==> config.mk <==
export PLATFORM = sky130hd
export DESIGN_NAME = sld_scan_driver
export DESIGN_NICKNAME = d
export VERILOG_FILES = /design/src/include/sld_pkg.sv /design/src/sld_scan_driver.sv
export SDC_FILE = /design/constraint.sdc
export NUM_CORES = 1
export LEC_CHECK = 0
export ABC_CLOCK_PERIOD_IN_PS = 2800
export BUFFER_PORTS_ARGS = -buffer_cell sky130_fd_sc_hd__buf_4
export CORE_MARGIN = 8
export CORE_UTILIZATION = 61
export DETAILED_ROUTE_END_ITERATION = 8
export GPL_TIMING_DRIVEN = 0
export PLACE_DENSITY = 0.79
export SETUP_SLACK_MARGIN = 0.3
export SLEW_MARGIN = 15
export SYNTH_ARGS = -nofsm -noshare
export SYNTH_HDL_FRONTEND = slang
export SYNTH_SLANG_ARGS = --single-unit
==> constraint.sdc <==
create_clock -name clk -period 2.8 [get_ports clk]
set_input_delay 0.28 -clock clk [delete_from_list [all_inputs] [get_ports clk]]
set_output_delay 0.28 -clock clk [all_outputs]
set_load 0.01 [all_outputs]
==> src/include/sld_pkg.sv <==
// Purpose: Constants for the serial LED segment scan driver
// Assumes: 16-bit command word, address byte on top, data byte below
// Notes: Segment bit 0 is segment a, bit 6 is g, bit 7 the decimal point
package sld_pkg;
  // Command word layout
  localparam int WORD_BITS = 16;
  localparam int ADDR_LSB = 8;
  localparam int MODE_LSB = 4;
  // Operating modes, top nibble of the address byte
  localparam logic [3:0] MODE_BLANK = 4'h0;
  localparam logic [3:0] MODE_NORMAL = 4'h1;
  localparam logic [3:0] MODE_LOAD = 4'h2;
  localparam logic [3:0] MODE_ALLON = 4'h3;
  localparam logic [3:0] MODE_STANDBY = 4'h4;
  // Register selects in load register mode, low nibble of the address
  localparam logic [3:0] REG_DUTY = 4'h0;
  localparam logic [3:0] REG_DECDIG = 4'h1;
  localparam logic [3:0] REG_DATA0 = 4'h2;
  localparam logic [3:0] REG_DATA3 = 4'h5;
  // Standby data nibble that requests a clear instead of standby
  localparam logic [3:0] STBY_CLEAR = 4'h1;
  // Reset values
  localparam logic [3:0] RST_MODE = 4'h0;
  localparam logic [3:0] RST_DUTY = 4'hF;
  localparam logic [1:0] RST_LAST_DIGIT = 2'h3;
  localparam logic RST_DECODE = 1'b1;
  // Timing: clock cycles per duty step
  localparam int STEP_CYCLES = 16;
  // Decoded patterns
  localparam logic [6:0] SEG_ZERO = 7'h3F;
  localparam logic [6:0] SEG_BLANK = 7'h00;
endpackage : sld_pkg

==> src/sld_scan_driver.sv <==
// Purpose: Serial command port feeding a four digit multiplexed LED driver
// Assumes: clk at 10 MHz, pins asynchronous to clk, sys_rst synchronous
// Notes: Pins are resynchronised, so a shift clock must stay well below clk
//
// Contract
// - Each rising shift clock edge shifts serial data into the register.
// - Load rising edge latches the upper byte as register selection.
// - Load falling edge writes the lower byte into the selected register.
// - A serial output passes shifted data on for chaining.
// - Eight segment outputs: seven segments plus decimal point.
// - Four digit outputs, one at a time, scanned in turn.
// - Decoding maps codes to numerals, some letters and blank.
// - Four digits with points, or thirty-two raw LEDs without decoding.
// - Every control action needs a complete sixteen bit command; the code acts on any load fall, whatever number of bits was shifted.
// - Words travel most significant bit first.
// - Top address nibble picks blank, normal, load, all on, standby.
// - Intensity sets digit duty from zero to fifteen sixteenths.
`timescale 1ns/1ps
`default_nettype none
module sld_scan_driver #(
  parameter int STEP_CYCLES = sld_pkg::STEP_CYCLES
) (
  input wire logic clk,
  input wire logic sys_rst,
  input wire logic serial_data_in,
  input wire logic shift_clock,
  input wire logic load_strobe,
  output logic serial_data_out,
  output logic [7:0] segment_outputs,
  output logic [3:0] digit_select_outputs
);

  typedef struct packed {
    logic [2:0] din_s;
    logic [2:0] ck_s;
    logic [2:0] ld_s;
    logic ck_f;
    logic ld_f;
    logic [15:0] sh;
    logic [7:0] sel;
    logic [3:0] mode;
    logic [3:0] duty;
    logic dec_en;
    logic [1:0] last_dig;
    logic [31:0] data;
    logic [7:0] pre;
    logic [3:0] step;
    logic [1:0] dig;
    logic [7:0] seg;
    logic [3:0] dsel;
    logic sout;
  } sld_state_t;

  sld_state_t q;
  sld_state_t d;
  logic ck_rise;
  logic ld_rise;
  logic ld_fall;
  logic [7:0] cur_data;

  // Code to segment pattern; codes A to E give letters, F is blank
  function automatic logic [6:0] sld_decode(input logic [3:0] code);
    case (code)
      4'h0: sld_decode = sld_pkg::SEG_ZERO;
      4'h1: sld_decode = 7'h06;
      4'h2: sld_decode = 7'h5B;
      4'h3: sld_decode = 7'h4F;
      4'h4: sld_decode = 7'h66;
      4'h5: sld_decode = 7'h6D;
      4'h6: sld_decode = 7'h7D;
      4'h7: sld_decode = 7'h07;
      4'h8: sld_decode = 7'h7F;
      4'h9: sld_decode = 7'h6F;
      4'hA: sld_decode = 7'h77;
      4'hB: sld_decode = 7'h7C;
      4'hC: sld_decode = 7'h39;
      4'hD: sld_decode = 7'h5E;
      4'hE: sld_decode = 7'h79;
      default: sld_decode = sld_pkg::SEG_BLANK;
    endcase
  endfunction : sld_decode

  ////////////////////////////////////////////////////////////////////////////
  // Edge finding: an edge counts once the second and third stages agree
  assign ck_rise = (q.ck_s[1] == q.ck_s[2]) && q.ck_s[2] && !q.ck_f;
  assign ld_rise = (q.ld_s[1] == q.ld_s[2]) && q.ld_s[2] && !q.ld_f;
  assign ld_fall = (q.ld_s[1] == q.ld_s[2]) && !q.ld_s[2] && q.ld_f;
  assign cur_data = q.data[8*q.dig +: 8];

  ////////////////////////////////////////////////////////////////////////////
  // Next state
  always_comb
  begin
    d = q;
    d.din_s = {q.din_s[1:0], serial_data_in};
    d.ck_s = {q.ck_s[1:0], shift_clock};
    d.ld_s = {q.ld_s[1:0], load_strobe};
    if (q.ck_s[1] == q.ck_s[2])
    begin
      d.ck_f = q.ck_s[2];
    end
    if (q.ld_s[1] == q.ld_s[2])
    begin
      d.ld_f = q.ld_s[2];
    end
    // Data stage is delayed like the clock stage, so setup is kept
    if (ck_rise)
    begin
      d.sh = {q.sh[14:0], q.din_s[2]};
    end
    // Top stage feeds the chain output
    d.sout = q.sh[15];
    // Address byte latched on rise, held until the falling write
    if (ld_rise)
    begin
      d.sel = q.sh[15:8];
    end
    // Only the load fall changes any setting, whatever number of bits was shifted
    if (ld_fall)
    begin
      case (q.sel[7:4])
        sld_pkg::MODE_BLANK, sld_pkg::MODE_NORMAL, sld_pkg::MODE_ALLON:
          d.mode = q.sel[7:4];
        sld_pkg::MODE_STANDBY:
        begin
          d.mode = sld_pkg::MODE_STANDBY;
          // Clear re-initialises data, keeping the blank display
          if (q.sh[3:0] == sld_pkg::STBY_CLEAR)
          begin
            d.mode = sld_pkg::RST_MODE;
            d.data = '0;
            d.duty = sld_pkg::RST_DUTY;
            d.dec_en = sld_pkg::RST_DECODE;
            d.last_dig = sld_pkg::RST_LAST_DIGIT;
          end
        end
        sld_pkg::MODE_LOAD:
        begin
          if (q.sel[3:0] == sld_pkg::REG_DUTY)
          begin
            d.duty = q.sh[3:0];
          end
          else if (q.sel[3:0] == sld_pkg::REG_DECDIG)
          begin
            d.dec_en = q.sh[4];
            d.last_dig = q.sh[1:0];
          end
          else if (q.sel[3:0] >= sld_pkg::REG_DATA0 &&
                   q.sel[3:0] <= sld_pkg::REG_DATA3)
          begin
            d.data[8*(q.sel[1:0] - 2'h2) +: 8] = q.sh[7:0];
          end
        end
        default:
          d.mode = q.mode;
      endcase
    end
    // Scan timing: sixteen duty steps per digit slot
    d.pre = q.pre + 8'h01;
    if (q.pre == 8'(STEP_CYCLES - 1))
    begin
      d.pre = 8'h00;
      d.step = q.step + 4'h1;
      if (q.step == 4'hF)
      begin
        d.dig = (q.dig >= q.last_dig) ? 2'h0 : q.dig + 2'h1;
      end
    end
    // Outputs; raw data lights thirty-two LEDs when decoding is off
    d.dsel = (q.step < q.duty) ? (4'h1 << q.dig) : 4'h0;
    if (q.dec_en)
    begin
      d.seg = {cur_data[7], sld_decode(cur_data[3:0])};
    end
    else
    begin
      d.seg = cur_data;
    end
    if (q.mode == sld_pkg::MODE_ALLON)
    begin
      d.seg = 8'hFF;
    end
    else if (q.mode != sld_pkg::MODE_NORMAL)
    begin
      // Blank and standby keep the data but light nothing
      d.seg = 8'h00;
      d.dsel = 4'h0;
    end
  end

  ////////////////////////////////////////////////////////////////////////////
  // State register
  always_ff @(posedge clk)
  begin
    if (sys_rst)
    begin
      q <= '0;
      q.mode <= sld_pkg::RST_MODE;
      q.duty <= sld_pkg::RST_DUTY;
      q.dec_en <= sld_pkg::RST_DECODE;
      q.last_dig <= sld_pkg::RST_LAST_DIGIT;
    end
    else
    begin
      q <= d;
    end
  end

  assign serial_data_out = q.sout;
  assign segment_outputs = q.seg;
  assign digit_select_outputs = q.dsel;
endmodule : sld_scan_driver
`default_nettype wire

Yosys cells after proc, flatten, opt, wreduce, memory -nomap -nowiden
Memory sizes are Yosys's and may differ from the RTL's. Index checks and enable logic that the tools add are counted. W data, S select, Z words.

Register bits after elaboration: 105. ROM bits: 112. Bits of input ports: 5. Output and inout port bits: 13. Logic and storage cells: 86. Memories: 1.

Memory list: (name not given) (words 16, width 7, rd ports 1, clocked after Yosys merged registers in 0, wr ports 0, line sld_scan_driver.sv:63) `case (code)`.

$add $sub $neg: 5. Order comparisons: 4. Equality and inequality tests: 18. Shift operators: 4. Muxes and demuxes: 15. Reduce and logical (&&, ||, !) cells: 21.

Operators with widths (number): $pmux W39 S2 (1); $mux W32 (2); $mux W42 (1); $mux W35 (1); $neg A32 Y34 (1); $shift A8 B34 Y32 const A (1); $shiftx A8 B34 Y32 (1); $bwmux W32 (1); $shiftx A32 B6 Y8 (1); $eq A4 B1 Y1 const B (3); $eq A4 B2 Y1 const B (3); $mux W12 (1); $mux W4 (3); $ne A2 B2 Y1 const B (6); $add A8 B1 Y8 const B (1); $eq A8 B4 Y1 const B (1); $logic_not A4 Y1 (2); $mux W8 (1); $pmux W4 S2 (1); $logic_and A1 B1 Y1 (7); $mux W7 (1); $reduce_and A6 Y1 (1); $reduce_and A5 Y1 (1); $add A4 B1 Y4 const B (1); 19 further kinds (24).

Longest topological paths before layout
Word-level depth: 8. Mapped depth: 9. Depth with buffers taken out: 8.

Worst setup path before layout
Ideal clock, no wire load.

Path type: register to register. Start: reg q[70] in the netlist's numbering. End: reg q[55] in the netlist's numbering. Setup time: 128 ps. Arrival time: 2066 ps. Path slack: 606 ps. Stages on the path, launching flop included: 7. Cells stage by stage: dfxtp_1 inv_1 ha_1 o41ai_1 o211ai_1 a32oi_1 nor2_1.

Longest elaborated chain between the ends: 8.

Ends and longest elaborated chain: start, declared (line sld_scan_driver.sv:54) `sld_state_t q;`; $sub A2 B2 Y3 (line sld_scan_driver.sv:151) `d.data[8*(q.sel[1:0] - 2'h2) +: 8] = q.sh[7:0];`; $neg A32 Y34 (line sld_scan_driver.sv:151); $shiftx A8 B34 Y32 or $shift A8 B34 Y32 (tied branches) (line sld_scan_driver.sv:151); $bwmux W32 (line sld_scan_driver.sv:151); $mux W32 (line sld_scan_driver.sv:148) `else if (q.sel[3:0] >= sld_pkg::REG_DATA0 &&`; $mux W32 (line sld_scan_driver.sv:143) `else if (q.sel[3:0] == sld_pkg::REG_DECDIG)`; $mux W35 (line sld_scan_driver.sv:139) `if (q.sel[3:0] == sld_pkg::REG_DUTY)`; $pmux W39 S2 (line sld_scan_driver.sv:121) `case (q.sel[7:4])`.

Several ways; a longest one is shown, not always the timed one. The select of a mux whose other input is x is not followed. A chain may end at the register's enable or synchronous reset.

Final worst setup path
Start: reg q[14] in the netlist's numbering. End: reg q (netlist bit segment_outputs[6]).

Longest elaborated chain between the ends: 5.

Ends and longest elaborated chain: $shiftx A32 B6 Y8 (*) (line sld_scan_driver.sv:88) `assign cur_data = q.data[8*q.dig +: 8];`; $mem_v2 Z16 W7; $mux W7 (*) (line sld_scan_driver.sv:171) `if (q.dec_en)`; $mux W12 (*) (line sld_scan_driver.sv:183) `else if (q.mode != sld_pkg::MODE_NORMAL)`; $mux W8 (*) (line sld_scan_driver.sv:179) `if (q.mode == sld_pkg::MODE_ALLON)`.

Every way passes the cells marked *; elsewhere a longest branch is shown, timed or not.

==> results.rst <==
.. list-table::
   :header-rows: 1

   * - Metric
     - Value
   * - Length of the first detailed-routing pass in iterations
     - 5
   * - Depth of the CTS H-tree
     - 3
   * - PnR Total Power
     - 0.00254 W
   * - Total area of multi-input combinational cells
     - 0.00246 mm^2
   * - Max clock buf depth
     - 2
   * - Async S/R FF share, synth
     - 0
   * - Total routing usage reported by global routing
     - 0.186
   * - Placeable Area
     - 0.00765 mm^2
   * - Worst relative slew slack
     - 0.498
   * - Worst-path maximum fanout
     - 10
   * - I/O Pins
     - 18
   * - YS warnings
     - 0
   * - Hold Fails Final Rpt
     - 0
   * - Data required time of the critical path
     - 3.05 ns
   * - Proportion of synthesized chip area in sequential cells
     - 0.440
   * - Share of the cycle needed by the critical path after routing
     - 0.836
   * - Status
     - finished, final reports clean
   * - Relative contribution of sequential cells to total power
     - 0.592
   * - Final Max Tran Viols
     - 0
   * - Vias per Instance
     - 5.86
   * - Setup slack of the most critical reg-to-reg path
     - 0.46 ns
   * - Net Switching
     - 0.000593 W
   * - Number of rows created at floorplan
     - 32
   * - CTS Hold Bufs
     - 0
   * - Clock transition at the registers of the reported paths
     - 0.10 ns
   * - Mean Syn Cell Area
     - 9.32 um^2
   * - Achievable clock frequency
     - 0.427 GHz
   * - Worst-case setup margin in the final layout
     - 0.460 ns
   * - First-pass GRT wire length
     - 16.8 mm
   * - Synthesis-stage register bit count
     - 105
   * - Largest net degree at the start of global routing
     - 20
   * - DR WL/cell
     - 15.7 um
   * - Clock network fraction of design power
     - 0.386
   * - Count of flip-flops with a built-in enable after synthesis
     - 0
   * - Post-synthesis net count
     - 544
   * - Chip width
     - 105 um
   * - Library cell used as clock root buffer
     - clkbuf_8
   * - DP HPWL
     - 7.30 mm
   * - Worst IR Drop VDD
     - 597 uV
   * - Power density cells
     - 477 mW/mm^2
   * - Startpoint types
     - flop
   * - Number of antenna violations at the first check in global routing
     - 0
   * - Final layout net count
     - 577
   * - Setup TNS after final layout
     - 0 ns
   * - Internal power summed over all cells
     - 0.00195 W
   * - CTS tree
     - built
   * - Reported max-cap violation count
     - 0
   * - Worst Tran Pin Value
     - 0.752 ns
   * - Clock latency on the worst-skew pair
     - 0.37 ns
   * - Setup violators final
     - 0
   * - # diodes
     - 0
   * - Total number of vias
     - 3824
   * - Ys flop type
     - dfxtp_1
   * - Post-route minimum period
     - 2.34 ns
   * - Number of cells produced by synthesis
     - 513
   * - DRC violation count after routing
     - 0
   * - I/O Buffers
     - 17
   * - Static leakage
     - 2.09 nW
   * - Final GP Congestion
     - 0.870
   * - Fraction of power spent switching nets
     - 0.233
   * - Layout Area Growth over Synthesis
     - 11.5%
   * - Arrival time of the worst setup path
     - 2.59 ns
   * - Sinks on Clock Net
     - 105
   * - Initial core utilization
     - 0.625
   * - Sequential Area
     - 0.00210 mm^2
   * - Remaining number of nets flagged by the antenna check after routing
     - 0
   * - Post-synthesis cell area
     - 0.00478 mm^2
   * - TritonCTS Buffers
     - 9
   * - Aggregate global routing overflow
     - 0
   * - Die footprint
     - 0.0109 mm^2
   * - Worst slack at placement
     - 0.0889 ns
   * - Wire length after detailed routing
     - 10.3 mm
   * - Start-to-end type of the worst setup path
     - reg -> reg
   * - Layout filler cell count
     - 602
   * - Worst clock skew on the final layout
     - 0.00768 ns
   * - Via count of the first global-routing pass
     - 3568
   * - Kind of end point of the critical path
     - flop
   * - DR iter-0 viols
     - 197
   * - Distinct cells, synth
     - 61
   * - Y dimension of the die
     - 105 um
   * - Unrepaired setup endpoints after global routing
     - false
   * - Worst min path class
     - in -> reg
   * - Combinational group share of total power
     - 0.022
   * - Fraction of layout cells with a size suffix above 1
     - 0.147
==> power groups by stage <==
stage                     Clock (W)  Sequential [W]  Combinational, W
after global placement            0         0.00154         0.0000527
after CTS                  0.000994         0.00151         0.0000553
after floorplan                   0         0.00154         0.0000344
after detailed placement          0         0.00154         0.0000548
final                      0.000981         0.00151         0.0000549
after global routing        0.00106         0.00151         0.0000610
==> worst paths after layout <==
path | from | to | depth (start not counted)
setup reg to reg | q[14]$_SDFFE_PP0P_ | segment_outputs[6]$_SDFF_PP0_ | 8
hold / removal | load_strobe | d[97]$_SDFF_PP0_ | 2
hold reg to reg | q[104]$_SDFF_PP0_ | q[78]$_SDFFE_PP0P_ | 2
setup / recovery | q[14]$_SDFFE_PP0P_ | segment_outputs[6]$_SDFF_PP0_ | 8
==> state kept, by name, indices dropped and copies added, names as in the netlist <==
name                  flops
d                         7
q                        85
segment_outputs           8
serial_data_out           1
digit_select_outputs      4
==> stage by stage <==
stage               utilization  hold WS, ns  std cells  instance area (um^2)
floorplan                     -        0.408        513                  4780
global placement          0.659        0.416        632                  5040
detailed placement        0.659        0.428        632                  5040
CTS                       0.688        0.103        648                  5270
global route              0.697       0.0972        653                  5330
finish                    0.697        0.113        653                  5330
==> cell usage after synthesis (all sizes together), types with 3 or more instances <==
library cell  count  area, um^2
a211o             7        61.3
nand3            16        80.1
buf              17         115
a22o              5        43.8
a21oi            44         220
inv              16        60.1
or4b              3        37.5
a211oi            3        22.5
xor2              3        26.3
a311oi            3        26.3
xnor2             4        35.0
mux4              8         180
dfxtp           105        2100
nor2b            13        88.8
nor4              5        65.1
a32oi             8        70.1
nor2             64         248
mux2i            13         130
a22oi            12        90.1
and2              5        31.3
o21ai             8        40.0
nand2            53         199
nor3              4        20.0
nand2b           14        87.6
ha               26         325
clkbuf           22        82.6
==> cells in the final DEF (no fill, tap or decap), types with 4 or more instances in the layout <==
| cell type | count |
|---|---|
| dfxtp_1 | 104 |
| nor2_1 | 63 |
| nand2_1 | 53 |
| a21oi_1 | 44 |
| buf_4 | 34 |
| ha_1 | 26 |
| clkbuf_1 | 21 |
| inv_1 | 16 |
| nand3_1 | 16 |
| nand2b_1 | 14 |
| mux2i_1 | 13 |
| nor2b_1 | 12 |
| a22oi_1 | 12 |
| clkbuf_8 | 9 |
| mux4_2 | 8 |
| a32oi_1 | 8 |
| a211o_1 | 7 |
| o21ai_0 | 6 |
| a22o_1 | 5 |
| nor4_4 | 4 |
| xnor2_1 | 4 |
| nor3_1 | 4 |
| and2_1 | 4 |
==> critical path, stage by stage (launching register included) <==
cell      delay (ns)
dfxtp_1         0.43
buf_6           0.19
mux4_2          0.60
inv_1           0.18
ha_1            0.28
nand2b_1        0.17
o22a_1          0.19
nor2_1          0.11
a311oi_1        0.07
==> area by class of cell <==
type                       count  area share
buffer                        39      0.0392
clock buffer                   9      0.0232
clock inverter                 7      0.0164
inverter                      16      0.0113
multi-input combinational    353       0.461
sequential                   105       0.394
tap                          102      0.0239
timing repair buffer          22      0.0310
==> layer usage <==
metal,routed length (um),up-vias,GRT usage
met1,4430,1824,0.220
li1,-,1857,-
met4,239,0,0.0796
met2,4990,120,0.316
met5,0,-,0
met3,595,23,0.0448
==> cell families after synthesis <==
| family | Yosys count | share of synthesized area |
|---|---|---|
| muxes | 23 | 0.0696 |
| xor gates and xnor gates | 7 | 0.0128 |
| adders and majority gates | 26 | 0.0680 |
| buffers and inverters | 55 | 0.0539 |
| and+or+nand+nor | 191 | 0.201 |
| DFF | 105 | 0.440 |
| AOI/OAI and AO/OA | 106 | 0.155 |
==> timing repair <==
item / CTS / global route
resized for setup: 2 / 9
setup endpoints to repair: 29 / 29
setup buffers: 0 / 5
cloned: 0 / 0
(Power assumes the default switching activity.)
